===== config.mk =====
export PLATFORM = sky130hd
export DESIGN_NAME = asi_interrupt_logic
export DESIGN_NICKNAME = d
export VERILOG_FILES = /design/src/asi_pkg.sv /design/src/asi_interrupt_logic.sv /design/src/asi_event_group.sv
export SDC_FILE = /design/constraint.sdc
export NUM_CORES = 1
export LEC_CHECK = 0
export ABC_AREA = 1
export BUFFER_PORTS_ARGS = -buffer_cell sky130_fd_sc_hd__buf_2
export CAP_MARGIN = 20
export CORE_MARGIN = 2
export CORE_UTILIZATION = 54
export CTS_BUF_LIST = sky130_fd_sc_hd__clkbuf_8
export CTS_CLUSTER_DIAMETER = 200
export DETAILED_ROUTE_END_ITERATION = 7
export HOLD_SLACK_MARGIN = 0.03
export MAX_ROUTING_LAYER = met4
export PLACE_DENSITY = 0.78
export SETUP_SLACK_MARGIN = 0.05
export SYNTH_ARGS = -nofsm -noshare
export SYNTH_HDL_FRONTEND = slang
export SYNTH_SLANG_ARGS = --single-unit

===== constraint.sdc =====
create_clock -name clk_in -period 0.9 [get_ports clk_in]
set_input_delay 0.09 -clock clk_in [delete_from_list [all_inputs] [get_ports clk_in]]
set_output_delay 0.09 -clock clk_in [all_outputs]
set_load 0.01 [all_outputs]

===== src/asi_pkg.sv =====
// constants for the audio converter interrupt status, mask and trigger-mode logic
// assumes a byte-wide register port driven by the control-port front end on clk_in
package asi_pkg;
   localparam int ADDR_W = 7;
   localparam int DATA_W = 8;
   localparam int G1_W = 8;
   localparam int G2_W = 6;

   localparam logic [ADDR_W-1:0] OFF_STATUS_G1 = 7'h07;
   localparam logic [ADDR_W-1:0] OFF_STATUS_G2 = 7'h08;
   localparam logic [ADDR_W-1:0] OFF_MASK_G1 = 7'h09;
   localparam logic [ADDR_W-1:0] OFF_MODE_G1_UPPER = 7'h0A;
   localparam logic [ADDR_W-1:0] OFF_MODE_G1_LOWER = 7'h0B;
   localparam logic [ADDR_W-1:0] OFF_MASK_G2 = 7'h0C;
   localparam logic [ADDR_W-1:0] OFF_MODE_G2_UPPER = 7'h0D;
   localparam logic [ADDR_W-1:0] OFF_MODE_G2_LOWER = 7'h0E;

   localparam logic [DATA_W-1:0] RST_REG = 8'h00;
   localparam logic [DATA_W-1:0] UNMAPPED_READ = 8'h00;

   // mode code = {upper bit, lower bit}
   localparam logic [1:0] MODE_RISE = 2'h0;
   localparam logic [1:0] MODE_FALL = 2'h1;
   localparam logic [1:0] MODE_LEVEL = 2'h2;
   localparam logic [1:0] MODE_RSVD = 2'h3;

   // first-group bit positions
   localparam int BIT_TIMING_SLIP = 7;
   localparam int BIT_OUTPUT_SLIP = 6;
   localparam int BIT_RATE_RATIO = 5;
   localparam int BIT_LEFT_OVR = 4;
   localparam int BIT_RIGHT_OVR = 3;
   localparam int BIT_CSTAT_DE = 2;
   localparam int BIT_CSTAT_EF = 1;
   localparam int BIT_RX_FAULT = 0;

   // second-group bit positions
   localparam int BIT_CONV_OVF = 5;
   localparam int BIT_CONV_TRACK = 4;
   localparam int BIT_USER_DE = 3;
   localparam int BIT_USER_EF = 2;
   localparam int BIT_SUBCODE_Q = 1;
   localparam int BIT_USER_OVW = 0;
endpackage


===== src/asi_interrupt_logic.sv =====
// top of the interrupt status, masking and trigger-mode logic of the rate converter
// assumes the control-port front end turns host transfers into byte read/write strobes
// on clk_in, and that every event source is produced by logic on clk_in
//
// How it works
// - a status bit reads 1 if its condition fired since the last status read, else 0.
// - reading a status register clears it, except bits that trigger in the same cycle, such as level-mode bits whose source is still true.
// - a status bit whose mask bit is 0 reads 0, except for one cycle right after the mask bit clears.
// - the second status register is read-only, resets to zero, bits 7:6 read 0, 5:0 hold flags.
// - the second mask register has one bit per second-group event at the flag's position.
// - the first mask register has one bit per first-group event at the flag's position.
// - an unmasked event sets its status bit and drives the pin; a masked one does neither.
// - mask registers reset to zero so every event starts masked.
// - each first-group event takes its mode code upper bit and lower bit from two registers.
// - code 00 fires on arrival, 01 on removal, 10 while present, 11 is reserved.
// - all mode registers reset to zero, selecting rising-edge triggering.
// - the converter tracking event is raised while the converter follows a rate change.
// - the two user-data transfer events are true during the D-to-E and E-to-F transfers.
// - second-group events use two mode registers with the same code as the first group.
`timescale 1ns/1ps
`default_nettype none
module asi_interrupt_logic (
   input wire logic clk_in,
   input wire logic resetn_in,
   // register port
   input wire logic [asi_pkg::ADDR_W-1:0] reg_addr_in,
   input wire logic reg_wr_in,
   input wire logic reg_rd_in,
   input wire logic [asi_pkg::DATA_W-1:0] reg_wdata_in,
   output logic [asi_pkg::DATA_W-1:0] reg_rdata_out,
   output logic reg_rvalid_out,
   // first-group sources
   input wire logic timing_slip_event_in,
   input wire logic output_slip_event_in,
   input wire logic rate_ratio_exceeded_in,
   input wire logic left_overrange_in,
   input wire logic right_overrange_in,
   input wire logic cstat_d_to_e_transfer_in,
   input wire logic cstat_e_to_f_transfer_in,
   input wire logic receiver_fault_event_in,
   // second-group sources
   input wire logic converter_buffer_overflow_in,
   input wire logic converter_tracking_event_in,
   input wire logic user_d_to_e_transfer_in,
   input wire logic user_e_to_f_transfer_in,
   input wire logic subcode_q_ready_in,
   input wire logic user_fifo_overwrite_in,
   // interrupt pin, active high here; pin polarity is handled outside
   output logic irq_out
);
   localparam int DW = asi_pkg::DATA_W;
   localparam int W1 = asi_pkg::G1_W;
   localparam int W2 = asi_pkg::G2_W;

   logic [W1-1:0] src_g1;
   logic [W2-1:0] src_g2;
   logic [W1-1:0] mask_g1;
   logic [W1-1:0] upper_g1;
   logic [W1-1:0] lower_g1;
   logic [W1-1:0] status_g1;
   logic [W2-1:0] mask_g2;
   logic [W2-1:0] upper_g2;
   logic [W2-1:0] lower_g2;
   logic [W2-1:0] status_g2;
   logic [DW-1:0] rdata_nxt;
   logic [DW-1:0] rdata_r;
   logic rvalid_r;
   logic irq_r;
   logic irq_nxt;

   // qualified register strobes, one per target register
   logic wr_mask_g1;
   logic wr_upper_g1;
   logic wr_lower_g1;
   logic wr_mask_g2;
   logic wr_upper_g2;
   logic wr_lower_g2;
   logic rd_status_g1;
   logic rd_status_g2;

   function automatic logic hit(input logic [asi_pkg::ADDR_W-1:0] addr,
                                input logic [asi_pkg::ADDR_W-1:0] off);
      hit = (addr == off);
   endfunction

   function automatic logic [DW-1:0] widen2(input logic [W2-1:0] v);
      widen2 = {{(DW-W2){1'b0}}, v};
   endfunction

   // sources sit at the positions of their flags
   always_comb begin
      src_g1 = '0;
      src_g1[asi_pkg::BIT_TIMING_SLIP] = timing_slip_event_in;
      src_g1[asi_pkg::BIT_OUTPUT_SLIP] = output_slip_event_in;
      src_g1[asi_pkg::BIT_RATE_RATIO] = rate_ratio_exceeded_in;
      src_g1[asi_pkg::BIT_LEFT_OVR] = left_overrange_in;
      src_g1[asi_pkg::BIT_RIGHT_OVR] = right_overrange_in;
      src_g1[asi_pkg::BIT_CSTAT_DE] = cstat_d_to_e_transfer_in;
      src_g1[asi_pkg::BIT_CSTAT_EF] = cstat_e_to_f_transfer_in;
      src_g1[asi_pkg::BIT_RX_FAULT] = receiver_fault_event_in;
   end

   always_comb begin
      src_g2 = '0;
      src_g2[asi_pkg::BIT_CONV_OVF] = converter_buffer_overflow_in;
      src_g2[asi_pkg::BIT_CONV_TRACK] = converter_tracking_event_in;
      src_g2[asi_pkg::BIT_USER_DE] = user_d_to_e_transfer_in;
      src_g2[asi_pkg::BIT_USER_EF] = user_e_to_f_transfer_in;
      src_g2[asi_pkg::BIT_SUBCODE_Q] = subcode_q_ready_in;
      src_g2[asi_pkg::BIT_USER_OVW] = user_fifo_overwrite_in;
   end

   // strobes are qualified once here; writes to the status offsets
   // and to unmapped offsets decode to nothing, so they are ignored
   always_comb begin
      wr_mask_g1 = reg_wr_in && hit(reg_addr_in, asi_pkg::OFF_MASK_G1);
      wr_upper_g1 = reg_wr_in && hit(reg_addr_in, asi_pkg::OFF_MODE_G1_UPPER);
      wr_lower_g1 = reg_wr_in && hit(reg_addr_in, asi_pkg::OFF_MODE_G1_LOWER);
      wr_mask_g2 = reg_wr_in && hit(reg_addr_in, asi_pkg::OFF_MASK_G2);
      wr_upper_g2 = reg_wr_in && hit(reg_addr_in, asi_pkg::OFF_MODE_G2_UPPER);
      wr_lower_g2 = reg_wr_in && hit(reg_addr_in, asi_pkg::OFF_MODE_G2_LOWER);
      rd_status_g1 = reg_rd_in && hit(reg_addr_in, asi_pkg::OFF_STATUS_G1);
      rd_status_g2 = reg_rd_in && hit(reg_addr_in, asi_pkg::OFF_STATUS_G2);
   end

   asi_event_group #(
      .W(W1)
   ) u_group_one (
      .clk_in(clk_in),
      .resetn_in(resetn_in),
      .src_in(src_g1),
      .wdata_in(reg_wdata_in[W1-1:0]),
      .mask_wr_in(wr_mask_g1),
      .upper_wr_in(wr_upper_g1),
      .lower_wr_in(wr_lower_g1),
      .status_rd_in(rd_status_g1),
      .mask_out(mask_g1),
      .upper_out(upper_g1),
      .lower_out(lower_g1),
      .status_out(status_g1)
   );

   // only the low six data bits reach the second group; bits 7:6 are not stored
   asi_event_group #(
      .W(W2)
   ) u_group_two (
      .clk_in(clk_in),
      .resetn_in(resetn_in),
      .src_in(src_g2),
      .wdata_in(reg_wdata_in[W2-1:0]),
      .mask_wr_in(wr_mask_g2),
      .upper_wr_in(wr_upper_g2),
      .lower_wr_in(wr_lower_g2),
      .status_rd_in(rd_status_g2),
      .mask_out(mask_g2),
      .upper_out(upper_g2),
      .lower_out(lower_g2),
      .status_out(status_g2)
   );

   // read data shows the value held before the clear that the same read causes
   always_comb begin
      rdata_nxt = asi_pkg::UNMAPPED_READ;
      if (hit(reg_addr_in, asi_pkg::OFF_STATUS_G1)) begin
         rdata_nxt = status_g1;
      end else if (hit(reg_addr_in, asi_pkg::OFF_STATUS_G2)) begin
         rdata_nxt = widen2(status_g2);
      end else if (hit(reg_addr_in, asi_pkg::OFF_MASK_G1)) begin
         rdata_nxt = mask_g1;
      end else if (hit(reg_addr_in, asi_pkg::OFF_MODE_G1_UPPER)) begin
         rdata_nxt = upper_g1;
      end else if (hit(reg_addr_in, asi_pkg::OFF_MODE_G1_LOWER)) begin
         rdata_nxt = lower_g1;
      end else if (hit(reg_addr_in, asi_pkg::OFF_MASK_G2)) begin
         rdata_nxt = widen2(mask_g2);
      end else if (hit(reg_addr_in, asi_pkg::OFF_MODE_G2_UPPER)) begin
         rdata_nxt = widen2(upper_g2);
      end else if (hit(reg_addr_in, asi_pkg::OFF_MODE_G2_LOWER)) begin
         rdata_nxt = widen2(lower_g2);
      end
   end

   always_ff @(posedge clk_in or negedge resetn_in) begin
      if (!resetn_in) begin
         rdata_r <= asi_pkg::RST_REG;
      end else if (reg_rd_in) begin
         rdata_r <= rdata_nxt;
      end
   end

   // rvalid stands for exactly the cycle after the read strobe
   always_ff @(posedge clk_in or negedge resetn_in) begin
      if (!resetn_in) begin
         rvalid_r <= 1'b0;
      end else begin
         rvalid_r <= reg_rd_in;
      end
   end

   // the pin ORs both groups
   always_comb begin
      irq_nxt = (|status_g1) | (|status_g2);
   end

   // status bits are already masked, so the pin follows them one cycle later;
   // the extra flop keeps the pin glitch-free at the cost of a cycle of latency
   always_ff @(posedge clk_in or negedge resetn_in) begin
      if (!resetn_in) begin
         irq_r <= 1'b0;
      end else begin
         irq_r <= irq_nxt;
      end
   end

   assign reg_rdata_out = rdata_r;
   assign reg_rvalid_out = rvalid_r;
   assign irq_out = irq_r;
endmodule
`default_nettype wire


===== src/asi_event_group.sv =====
// one group of interrupt events: mask, two mode registers, trigger detect, sticky status
// assumes sources are synchronous to clk_in and strobes are single-cycle pulses
`timescale 1ns/1ps
`default_nettype none
module asi_event_group #(
   parameter int W = 8
) (
   input wire logic clk_in,
   input wire logic resetn_in,
   input wire logic [W-1:0] src_in,
   input wire logic [W-1:0] wdata_in,
   input wire logic mask_wr_in,
   input wire logic upper_wr_in,
   input wire logic lower_wr_in,
   input wire logic status_rd_in,
   output logic [W-1:0] mask_out,
   output logic [W-1:0] upper_out,
   output logic [W-1:0] lower_out,
   output logic [W-1:0] status_out
);
   logic [W-1:0] mask_r;
   logic [W-1:0] upper_r;
   logic [W-1:0] lower_r;
   logic [W-1:0] status_r;
   logic [W-1:0] status_nxt;
   logic [W-1:0] src_q_r;
   logic [W-1:0] trig;

   always_ff @(posedge clk_in or negedge resetn_in) begin
      if (!resetn_in) begin
         mask_r <= asi_pkg::RST_REG[W-1:0];
      end else if (mask_wr_in) begin
         mask_r <= wdata_in;
      end
   end

   always_ff @(posedge clk_in or negedge resetn_in) begin
      if (!resetn_in) begin
         upper_r <= asi_pkg::RST_REG[W-1:0];
         lower_r <= asi_pkg::RST_REG[W-1:0];
      end else begin
         if (upper_wr_in) begin
            upper_r <= wdata_in;
         end
         if (lower_wr_in) begin
            lower_r <= wdata_in;
         end
      end
   end

   always_ff @(posedge clk_in or negedge resetn_in) begin
      if (!resetn_in) begin
         src_q_r <= '0;
      end else begin
         src_q_r <= src_in;
      end
   end

   genvar i;
   generate
      for (i = 0; i < W; i++) begin : g_bit
         logic [1:0] code;
         assign code = {upper_r[i], lower_r[i]};
         always_comb begin
            case (code)
               asi_pkg::MODE_RISE: trig[i] = src_in[i] & ~src_q_r[i];
               asi_pkg::MODE_FALL: trig[i] = ~src_in[i] & src_q_r[i];
               asi_pkg::MODE_LEVEL: trig[i] = src_in[i];
               default: trig[i] = 1'b0; // reserved code never fires
            endcase
         end
      end
   endgenerate

   // a read clears, but a trigger in the same cycle wins; level mode with the
   // source still true re-triggers and so stays set; masked bits drop to zero
   always_comb begin
      status_nxt = status_r;
      if (status_rd_in) begin
         status_nxt = '0;
      end
      status_nxt = (status_nxt | trig) & mask_r;
   end

   always_ff @(posedge clk_in or negedge resetn_in) begin
      if (!resetn_in) begin
         status_r <= asi_pkg::RST_REG[W-1:0];
      end else begin
         status_r <= status_nxt;
      end
   end

   assign mask_out = mask_r;
   assign upper_out = upper_r;
   assign lower_out = lower_r;
   assign status_out = status_r;
endmodule
`default_nettype wire


Word-level counts from Yosys, hierarchy flattened
Cells that the tools add are included.

Word-level logic and storage cells: 158. Memories kept: 0. Bits in latches: 0. Output and inout port bits: 10. RAM bits: 0. Input port bits: 33. Register bits after elaboration: 80. Memory bits (read-only): 0.

$add $sub $neg: 0. Order comparisons: 0. Shift-type cells: 0. Eq/ne operators: 36. Multiply operators: 0. Bitwise gates (word level): 61. Reductions and logical operators: 24. Divide/modulo/power cells: 0. Mux-type cells: 24.

Operators by type and width (number): 7-bit by 4-bit equality test with 1-bit output (second input constant) (7); 8-bit 2-to-1 mux (6); 1-bit one-hot mux with 3 select lines (14); 1-bit AND (28); 2-bit by 1-bit equality test with 1-bit output (second input constant) (14); 2-bit equality test (second input constant) (14); 2-bit zero test (14); 1-bit NOT (28); 6-bit 2-to-1 mux (4); 8-bit AND (1); 1-bit logical AND (8); 8-bit OR (1); 8-bit OR reduction (1); 7-bit by 3-bit equality test with 1-bit output (second input constant) (1); 6-bit AND (1); 6-bit OR (1); 6-bit OR reduction (1); 1-bit OR (1).

Longest topological paths before layout
Gate-level depths: netlist of run 1.

Word-level depth: 9. Mapped depth: 10. Depth with buffers taken out: 9.

Modules after synthesis
From an unflattened synthesis of run 1, not the netlist that was laid out.

Cells, all modules: 522. Area, all modules: 4031.4 µm².

By module, submodules not included: asi_event_group (u_group_one) (seq. area each 1001.0 µm², area an instance 1721.7 µm², times used 1, cells an instance 196); asi_event_group (u_group_two) (seq. area each 750.7 µm², area an instance 1293.7 µm², times used 1, cells an instance 148); asi_interrupt_logic (seq. area each 250.2 µm², area an instance 1016.0 µm², times used 1, cells an instance 178).

Least setup slack after synthesis of run 1
Ideal clock, no wire load.

Path kind: input -> register. Start point: in reg_addr_in[6] (netlist bit). End point: reg u_group_two.lower_r[2], in the netlist u_group_two.lower_out[2]. Setup slack: -0.158 ns. Required time: 0.780 ns. Setup time: 0.120 ns. Buffers on the path: 2. Stages on the path: 8. Arrival time: 0.937 ns. Cells stage by stage: nor2_2 nand2_1 clkinv_2 buf_2 nand3_1 buf_4 nand2_1 o21ai_2.

Longest elaborated chain between the ends: 2.

RTL lines: from (decl) (RTL line asi_interrupt_logic.sv:26) `input wire logic [asi_pkg::ADDR_W-1:0] reg_addr_in,`; 7-bit by 4-bit equality test with 1-bit output (RTL line asi_interrupt_logic.sv:83) `hit = (addr == off);`; 1-bit logical AND (RTL line asi_interrupt_logic.sv:121) `wr_lower_g2 = reg_wr_in && hit(reg_addr_in, asi_pkg::OFF_MODE_G2_LOWER);`; to (signal assigned) (RTL line asi_event_group.sv:40) `lower_r <= asi_pkg::RST_REG[W-1:0];`; to (signal assigned) (RTL line asi_event_group.sv:46) `lower_r <= wdata_in;`; to (decl) (RTL line asi_event_group.sv:23) `logic [W-1:0] lower_r;`.

Every way passes these cells. A chain may end at the register's enable or synchronous reset.

Final worst setup path of run 1
Start point: in reg_addr_in[1] (netlist bit). End point: reg rdata_r[5], in the netlist reg_rdata_out[5].

Longest elaborated chain between the ends: 9. Elaborated cells on any way between the ends: 16. Classes of those cells: 8 x eq/ne; 8 x mux.

RTL lines: 7-bit by 4-bit equality test with 1-bit output (RTL line asi_interrupt_logic.sv:83); 6-bit 2-to-1 mux (RTL line asi_interrupt_logic.sv:178) `end else if (hit(reg_addr_in, asi_pkg::OFF_MODE_G2_LOWER)) begin`; 6-bit 2-to-1 mux (RTL line asi_interrupt_logic.sv:176) `end else if (hit(reg_addr_in, asi_pkg::OFF_MODE_G2_UPPER)) begin`; 6-bit 2-to-1 mux (RTL line asi_interrupt_logic.sv:174) `end else if (hit(reg_addr_in, asi_pkg::OFF_MASK_G2)) begin`; 8-bit 2-to-1 mux (RTL line asi_interrupt_logic.sv:172) `end else if (hit(reg_addr_in, asi_pkg::OFF_MODE_G1_LOWER)) begin`; 8-bit 2-to-1 mux (RTL line asi_interrupt_logic.sv:170) `end else if (hit(reg_addr_in, asi_pkg::OFF_MODE_G1_UPPER)) begin`; 8-bit 2-to-1 mux (RTL line asi_interrupt_logic.sv:168) `end else if (hit(reg_addr_in, asi_pkg::OFF_MASK_G1)) begin`; 8-bit 2-to-1 mux (RTL line asi_interrupt_logic.sv:166) `end else if (hit(reg_addr_in, asi_pkg::OFF_STATUS_G2)) begin`; 8-bit 2-to-1 mux * (RTL line asi_interrupt_logic.sv:164) `if (hit(reg_addr_in, asi_pkg::OFF_STATUS_G1)) begin`; to (signal assigned) (RTL line asi_interrupt_logic.sv:185) `rdata_r <= asi_pkg::RST_REG;`; to (signal assigned) (RTL line asi_interrupt_logic.sv:187) `rdata_r <= rdata_nxt;`; to (decl) (RTL line asi_interrupt_logic.sv:66) `logic [DW-1:0] rdata_r;`.

Mark *: on every way between the ends. The rest lies on a longest branch, timed or not.

==> flow_metrics.tcl, run 1 <==
set metrics [dict create \
    p_comb_share_pct 15.1 \
    post_dp_cell_area_mm2 0.00438 \
    synth_most_common_cell "nand2_1" \
    syn_nets 484 \
    via_count 3947 \
    cts_buffers 9 \
    whs_ns 0.0945 \
    fill_cells 355 \
    numClockSinks 80 \
    antenna_cells 0 \
    finalCriticalPeriod_ns 1.29 \
    synth_top_cells_by_count "117 x nand2_1, 80 x dfrtp_1, 57 x inv_1" \
    dpl.cell_count 610 \
    syn_to_final_growth_pct 46.8 \
    grt_start_max_net_pins 81 \
    cts_max_path_buffers 2 \
    final_core_util_pct 81.4 \
    grt_pass1_vias 3461 \
    wl_per_cell_um 18.3 \
    avgSynthCellArea_um2 8.26 \
    worstMarginPinSlew_ns 0.678 \
    final_nets 621 \
    die_area_mm2 0.00758 \
    fin_cells 673 \
    fin_ws_ns -0.393 \
    critical_path_class "in -> reg" \
    insertion_delay_ns 0.35 \
    max_freq_mhz 774 \
    cp_max_fo 5 \
    rsz0062_at_grt "yes" \
    cts_tree "built" \
    cp_cell_sequence "buf_4 > inv_4 > nand2_1 > nor2_1 > nand3_2 > nand3_2 > nor2_1 > nand4_1 > nand2_1 > nand2_1" \
    synth_area_mm2 0.00372 \
    crit_buf_inv 2 \
    drive_above_1_share_pct 38.3 \
    slew_viol_final 0 \
    drtIter0Drc 385 \
    min_path_type "in -> reg" \
    power_density_mw_per_mm2 1560 \
    crit_required_ns 1.20 \
    track_usage_pct 29.1 \
    die_w_um 87.1 \
    num_rows 30 \
    yosys.area.top_type_share_pct 53.7 \
    postSynthCellCount 451 \
    dr.pass1.iters 7 \
    maxSlewHeadroom_pct 54.6 \
    finalHoldViolations 0 \
    power_frac_seq_pct 46.9 \
    port_buffers 42 \
    synth-edff-count 0 \
    violations "setup timing" \
    synth-seq-cells 80 \
    cts_root_buf "clkbuf_8" \
    worst_ir_drop_vdd_mv 0.863 \
    start_util_pct 55.4 \
    vias_per_cell 5.86 \
    synth_flop_cell "dfrtp_1" \
    cp-start-kind "input pin" \
    synth.distinct_cells 29 \
    path_delay_family "simple AND/OR/NAND/NOR gates" \
    ys_async_sr_fraction_pct 100 \
    yosysSeqAreaShare_pct 53.7 \
    power_frac_clock_pct 38.0 \
    clk_pin_slew_ns 0.08 \
    setup_tns_ns -3.60 \
    maxCapViolations 0 \
    final_area_mm2 0.00547 \
    cpPeakStageDelay_ns 0.55 \
    p_leak_nw 2.69 \
    cp-end-kind "flip-flop" \
    htree_levels 3 \
    ant_nets 0 \
    ys_top_cells_by_area "dfrtp_1 54%, nand2_1 12%, inv_1 5.7%" \
    io_pins 43 \
    coreArea_mm2 0.00672 \
    dp_hpwl_um 6370 \
    internal_power_mw 6.32 \
    grt_pass1_wl_um 16400 \
    grt-ovfl-total 0 \
    antenna_found_initial 0 \
    finalPower_mw 8.54 \
    gp_congestion 0.929 \
    fin_crit_sh_pct 144 \
    setup_viol 33 \
    drc 0 \
    yosysWarnings 0 \
    switching_share_pct 26.0 \
    skew_ns 0.0113 \
    slowest_stage "nor2_1" \
    p_sw_mw 2.22 \
    wl_um 12300 \
    dp_worst_setup_slack_ns -0.406 \
    synth.largest_area_cell "dfrtp_1" \
    fp.dieH_um 87.1 \
    crit_arrival_ns 1.59 \
    crit_top_cell "nand2_1" \
    status "complete, but fails checks" \
]
-- cells in the final DEF, fill, tap and decap left out, types with 6 or more instances in the layout --
cell type,n
nor3_2,9
o21ai_1,26
dlygate4sd3_1,18
nand2_1,103
buf_4,57
buf_6,15
a21boi_1,6
nand4_1,9
nand2_2,13
o21ai_0,17
inv_1,48
nor2_1,20
nor2_2,8
nand3_1,24
o21ai_2,13
nand3_2,11
buf_2,38
clkbuf_8,10
nor2_4,10
dfrtp_1,79
inv_2,9
-- area by class of cell --
cell class	count	area (µm²)	share of cell area, %
Tap cell	80	100	1.83
Multi-Input combinational cell	305	1820	33.3
Sequential cell	80	2000	36.6
Timing Repair inverter	1	5.00	0.0915
Clock inverter	6	108	1.97
Timing Repair Buffer	132	1060	19.3
Clock buffer	10	138	2.52
Inverter	59	236	4.32
-- sequential cells by signal, summed over array words and instances (netlist names), 6 cells and up --
name and count:
u_group_one.status_out 8, u_group_one.src_q_r 8, u_group_two.upper_out 6, u_group_one.lower_out 8, u_group_two.status_out 6, reg_rdata_out 8, u_group_two.lower_out 6, u_group_one.upper_out 8
u_group_two.src_q_r 6, u_group_one.mask_out 8, u_group_two.mask_out 6
-- cells by family after synthesis --
family	share of synthesized area (%)
and+or+nand+nor	25.9
AOI/OAI and AO/OA	12.7
DFF	53.7
buffers and inverters	7.66
-- worst register-to-register path: cells and delay by family (launching register included) --
family / cells / cell delay, ns
AND/OR/NAND/NOR: 6 / 0.62
flip-flops: 1 / 0.47
-- power by group through the flow --
| stage | registers [mW] | logic [mW] | clock network (mW) |
|---|---|---|---|
| 3_5_place_dp | 4.03 | 0.871 | 0 |
| 2_1_floorplan | 4.02 | 0.403 | 0 |
| 5_1_grt | 4.03 | 1.40 | 3.39 |
| 4_1_cts | 3.97 | 1.03 | 3.23 |
| 3_3_place_gp | 4.03 | 0.842 | 0 |
| 6_report | 4.00 | 1.29 | 3.24 |
-- final timing paths --
kind                                                from                   endpoint  slack (ns)  cells after the start
worst max-delay path                      reg_addr_in[1]           reg_rdata_out[5]       -0.39                     10
worst min-delay path             user_d_to_e_transfer_in  u_group_two.status_out[3]        0.09                      4
worst max register to register  u_group_two.upper_out[5]           reg_rdata_out[5]       -0.28                      6
worst min register to register   u_group_one.mask_out[2]    u_group_one.mask_out[2]        0.53                      2
max in group asynchronous                      resetn_in   u_group_two.upper_out[1]        0.27                      3
min in group asynchronous                      resetn_in     u_group_one.src_q_r[6]        0.31                      3
-- timing repair --
item,CTS,global route
endpoints found under the setup margin,47,67
buffers inserted,10,14
hold buffers,18,0
gates resized for setup,47,83
hold endpoints to repair,102,0
pin swaps,31,31
cloned,0,7
-- routing by layer --
metal / GRT usage [%] / vias up / wire, µm
li1: - / 1757 / -
met1: 37.3 / 1844 / 4700
met2: 46.7 / 273 / 5960
met3: 5.40 / 73 / 1150
met4: 9.80 / 0 / 533
met5: - / - / 0
Power figures use the tool's default switching activity.
==> run 2: changes to the inputs <==
--- a/config.mk
+++ b/config.mk
@@ -12,9 +12,9 @@
 export CORE_UTILIZATION = 54
 export CTS_BUF_LIST = sky130_fd_sc_hd__clkbuf_8
 export CTS_CLUSTER_DIAMETER = 200
+export CTS_CLUSTER_SIZE = 30
 export DETAILED_ROUTE_END_ITERATION = 7
 export HOLD_SLACK_MARGIN = 0.03
-export MAX_ROUTING_LAYER = met4
 export PLACE_DENSITY = 0.78
 export SETUP_SLACK_MARGIN = 0.05
 export SYNTH_ARGS = -nofsm -noshare
==> flow_metrics.tcl, run 2 (synthesized netlist as in run 1, its figures left out) <==
set metrics [dict create \
    status "complete, but fails checks" \
    violations "setup timing" \
    critical_path_class "reg -> reg" \
    syn_to_final_growth_pct 47.3 \
    num_rows 30 \
    htree_levels 3 \
    grt_pass1_wl_um 16300 \
    fp.dieH_um 87.1 \
    cp-end-kind "flip-flop" \
    skew_ns 0.0123 \
    drive_above_1_share_pct 41.1 \
    ant_nets 0 \
    dr.pass1.iters 5 \
    io_pins 43 \
    antenna_cells 0 \
    numClockSinks 80 \
    fin_ws_ns -0.258 \
    cpPeakStageDelay_ns 0.43 \
    port_buffers 42 \
    reg2reg_slack_ns -0.26 \
    crit_required_ns 1.14 \
    start_util_pct 55.4 \
    max_freq_mhz 863 \
    cts_buffers 9 \
    finalCriticalPeriod_ns 1.16 \
    startpoint "u_group_two.status_out[0]" \
    die_area_mm2 0.00758 \
    wl_per_cell_um 19.9 \
    internal_power_mw 6.03 \
    fill_cells 356 \
    coreArea_mm2 0.00672 \
    drtIter0Drc 468 \
    rsz0062_at_grt "yes" \
    whs_ns 0.0843 \
    setup_tns_ns -3.65 \
    crit_buf_inv 1 \
    cts_root_buf "clkbuf_8" \
    maxCapViolations 0 \
    worst_ir_drop_vdd_mv 0.965 \
    path_delay_family "simple AND/OR/NAND/NOR gates" \
    slowest_stage "dfrtp_1" \
    die_w_um 87.1 \
    p_comb_share_pct 15.7 \
    clk_pin_slew_ns 0.09 \
    cp_max_fo 2 \
    switching_share_pct 27.7 \
    final_nets 615 \
    p_leak_nw 2.66 \
    finalHoldViolations 0 \
    min_from "reg_wdata_in[0]" \
    drc 0 \
    setup_viol 34 \
    power_frac_clock_pct 36.2 \
    gp_congestion 0.854 \
    slew_viol_final 0 \
    track_usage_pct 28.4 \
    p_sw_mw 2.31 \
    power_density_mw_per_mm2 1520 \
    rr_startpoint "u_group_two.status_out[0]" \
    cp_cell_sequence "inv_2 > nand4_1 > nor3_2 > nand3_1" \
    via_count 4093 \
    grt_start_max_net_pins 81 \
    crit_arrival_ns 1.40 \
    vias_per_cell 6.15 \
    grt-ovfl-total 0 \
    maxSlewHeadroom_pct 69.8 \
    cts_max_path_buffers 2 \
    power_frac_seq_pct 48.1 \
    worstMarginPinSlew_ns 0.453 \
    grt_pass1_vias 3526 \
    insertion_delay_ns 0.38 \
    antenna_found_initial 0 \
    cp-start-kind "flip-flop" \
    finalPower_mw 8.34 \
    cts_tree "built" \
    wl_um 13300 \
    layout_commonest_cell "nand2_1" \
    min_path_type "in -> reg" \
    fin_crit_sh_pct 129 \
    most-common-layout-cells "102 x nand2_1, 78 x dfrtp_1, 46 x inv_1, 46 x buf_4, 39 x buf_2" \
    dp_hpwl_um 6320 \
]
==> run 2: cell count changes in the layout (fill, tap and decap cells not counted), sizes merged <==
| cell | change |
|---|---|
| bufinv | -1 |
| clkbuf | -1 |
| clkinvlp | +1 |
| inv | -2 |
| nand2 | +1 |
| buf | -5 |
==> run 2: final timing paths <==
path | cells after the start | to
min | 3 | u_group_two.mask_out[0]
max | 4 | irq_out
max reg2reg | 4 | irq_out
min reg2reg | 2 | u_group_one.status_out[7]
max in group asynchronous | 3 | u_group_two.upper_out[0]
min in group asynchronous | 3 | u_group_one.lower_out[6]
==> run 2: repair_timing <==
action | 4_1_cts | 5_1_grt
pin swaps | 30 | 47
hold buffers | 18 | 0
cloned | 0 | 6
endpoints found under the hold margin | 103 | 0
setup buffers | 7 | 14
setup endpoints to repair | 45 | 67
gates resized for setup | 55 | 101
==> run 2: final cells by class <==
class / instances / area, µm² / share of cell area, %
tap: 80 / 100 / 1.82
timing repair buffer: 126 / 1020 / 18.7
clock buffer: 10 / 138 / 2.51
sequential: 80 / 2000 / 36.5
inverter: 59 / 236 / 4.31
multi-input combinational: 306 / 1900 / 34.7
clock inverter: 5 / 81.3 / 1.48
==> run 2: metal layers <==
metal	routed length (µm)	vias up	global-route usage [%]	share of wire, %
li1	-	1741	-	-
met2	6250	342	45.3	47
met4	828	0	14.1	6.2
met1	4860	1926	37.3	37
met3	1310	84	5.31	9.9
met5	0	-	0	0
==> run 2: worst reg2reg max path: cells and delay by family (launching register included) <==
kind / cells / cell delay [ns]
buf+inv: 1 / 0.07
flops: 1 / 0.43
simple gates: 3 / 0.52
==> run 2: power groups by stage <==
stage	Combinational (mW)	Sequential (mW)	Clock, mW
3_5_place_dp	0.879	4.03	0
5_1_grt	1.43	4.03	3.17
6_report	1.31	4.01	3.02
4_1_cts	1.05	3.97	2.94
3_3_place_gp	0.846	4.02	0
2_1_floorplan	0.403	4.02	0
==> run 2: stage by stage <==
| step | utilization [%] | instances | setup slack [ns] | cell area [µm²] |
|---|---|---|---|---|
| 2_1_floorplan | - | 451 | -0.0698 | 3780 |
| 3_3_place_gp | 65.3 | 610 | -0.381 | 4390 |
| 3_5_place_dp | 65.3 | 610 | -0.424 | 4390 |
| 4_1_cts | 74.7 | 650 | -0.196 | 5020 |
| 5_1_grt | 81.6 | 666 | -0.322 | 5490 |
| 6_report | 81.6 | 666 | -0.258 | 5490 |
==> run 3: changes to the inputs <==
--- a/config.mk
+++ b/config.mk
@@ -9,13 +9,13 @@
 export BUFFER_PORTS_ARGS = -buffer_cell sky130_fd_sc_hd__buf_2
 export CAP_MARGIN = 20
 export CORE_MARGIN = 2
-export CORE_UTILIZATION = 54
-export CTS_BUF_LIST = sky130_fd_sc_hd__clkbuf_8
+export CORE_UTILIZATION = 52
+export CTS_BUF_LIST = sky130_fd_sc_hd__clkbuf_16
 export CTS_CLUSTER_DIAMETER = 200
-export CTS_CLUSTER_SIZE = 30
+export CTS_CLUSTER_SIZE = 8
 export DETAILED_ROUTE_END_ITERATION = 7
 export HOLD_SLACK_MARGIN = 0.03
-export PLACE_DENSITY = 0.78
+export PLACE_DENSITY = 0.75
 export SETUP_SLACK_MARGIN = 0.05
 export SYNTH_ARGS = -nofsm -noshare
 export SYNTH_HDL_FRONTEND = slang
==> flow_metrics.tcl, run 3 (synthesized netlist as in run 1, its figures left out) <==
set metrics [dict create \
    drive_above_1_share_pct 44.4 \
    setup_tns_ns -4.48 \
    finalCriticalPeriod_ns 1.34 \
    power_density_mw_per_mm2 1650 \
    cts_max_path_buffers 2 \
    coreArea_mm2 0.00687 \
    post_dp_cell_area_mm2 0.00445 \
    worst_ir_drop_vdd_mv 2.49 \
    cts_tree "built" \
    fin_crit_sh_pct 149 \
    slew_viol_final 0 \
    layout_commonest_cell "nand2_1" \
    via_count 4546 \
    skew_ns 0.0124 \
    maxCapViolations 0 \
    crit_arrival_ns 1.54 \
    critical_path_class "reg -> reg" \
    status "complete, but fails checks" \
    crit_required_ns 1.10 \
    cts_buffers 9 \
    maxSlewHeadroom_pct 69.3 \
    setup_viol 48 \
    finalHoldViolations 0 \
    most-common-layout-cells "88 x nand2_1, 79 x dfrtp_1, 59 x buf_4" \
    syn_to_final_growth_pct 60.0 \
    dp_worst_setup_slack_ns -0.468 \
    cts_root_buf "clkbuf_16" \
    numClockSinks 80 \
    grt_pass1_wl_um 17300 \
    antenna_cells 0 \
    num_rows 30 \
    ant_nets 0 \
    wl_um 16700 \
    antenna_found_initial 0 \
    grt_start_max_net_pins 36 \
    die_w_um 88.6 \
    final_nets 639 \
    port_buffers 42 \
    htree_levels 3 \
    grt-ovfl-total 0 \
    drtIter0Drc 664 \
    clk_pin_slew_ns 0.06 \
    cp-end-kind "flip-flop" \
    cp-start-kind "flip-flop" \
    dp_hpwl_um 6820 \
    io_pins 43 \
    vias_per_cell 6.43 \
    wl_per_cell_um 23.6 \
    insertion_delay_ns 0.35 \
    worstMarginPinSlew_ns 0.456 \
    final_area_mm2 0.00596 \
    max_freq_mhz 745 \
    track_usage_pct 29.6 \
    gp_congestion 0.959 \
    min_path_type "in -> reg" \
    fin_ws_ns -0.443 \
    start_util_pct 54.2 \
    cp_max_fo 2 \
    drc 0 \
    rsz0062_at_grt "yes" \
    p_leak_nw 2.91 \
    violations "setup timing" \
    die_area_mm2 0.00786 \
    finalPower_mw 9.86 \
    fill_cells 310 \
    fp.dieH_um 88.6 \
    grt_pass1_vias 3535 \
    dr.pass1.iters 6 \
]
-- run 3: cell count changes in the layout (fill, tap and decap cells not counted), sizes merged --
cell,previous run,this run
clkinvlp,1,0
dlygate4sd3,18,17
clkinv,3,2
buf,107,130
inv,58,62
bufinv,2,3
-- run 3: worst max-delay path: stages, from the launching register on --
cell     delay [ns]
dfrtp_1        0.40
inv_1          0.18
nand4_1        0.20
nor3_2         0.25
nand3_1        0.16
-- run 3: per-stage QoR --
step	hold slack (ns)	cells	utilization, %
final	0.0481	707	86.7
after global routing	0.0828	707	86.7
after CTS	0.0339	680	76.7
after detailed placement	-0.0172	629	64.7
after global placement	-0.0209	629	64.7
after floorplan	-0.206	451	-
-- run 3: power breakdown --
part	switching, mW	internal [mW]	total [mW]
registers	0.222	3.82	4.04
logic	0.838	0.683	1.52
clock network	1.59	2.70	4.29
-- run 3: final cells by class --
class | count | area [µm²] | share of cell area, %
Clock buffer | 9 | 225 | 3.78
Clock inverter | 7 | 111 | 1.87
Inverter | 59 | 246 | 4.14
Multi-Input combinational cell | 306 | 1950 | 32.8
Sequential cell | 80 | 2000 | 33.6
Tap cell | 96 | 120 | 2.02
Timing Repair Buffer | 149 | 1290 | 21.7
Timing Repair inverter | 1 | 5.00 | 0.0840
-- run 3: layer usage --
| metal | global-route usage [%] | part of all wire (%) |
|---|---|---|
| met5 | 0 | 0 |
| met4 | 13.6 | 7.7 |
| met3 | 3.92 | 12 |
| met2 | 49.5 | 46 |
| met1 | 38.5 | 34 |
-- run 3: path summary, 6_finish.rpt --
kind / from / to / cells past startpoint / slack (ns)
setup / recovery: u_group_two.status_out[2] / irq_out / 4 / -0.44
hold / removal: reg_wdata_in[6] / u_group_one.mask_out[6] / 3 / 0.05
setup reg to reg: u_group_two.status_out[2] / irq_out / 4 / -0.44
hold reg to reg: reg_rdata_out[5] / reg_rdata_out[5] / 2 / 0.52
max in group asynchronous: resetn_in / u_group_one.upper_out[1] / 3 / 0.27
min in group asynchronous: resetn_in / u_group_two.upper_out[4] / 2 / 0.15
-- run 3: what timing repair did --
action / CTS / global route
setup endpoints to repair: 61 / 73
hold buffers: 17 / 0
hold endpoints to repair: 96 / 0
gates cloned: 3 / 6
setup buffers: 15 / 25
pin swaps: 31 / 50
gates resized for setup: 62 / 130
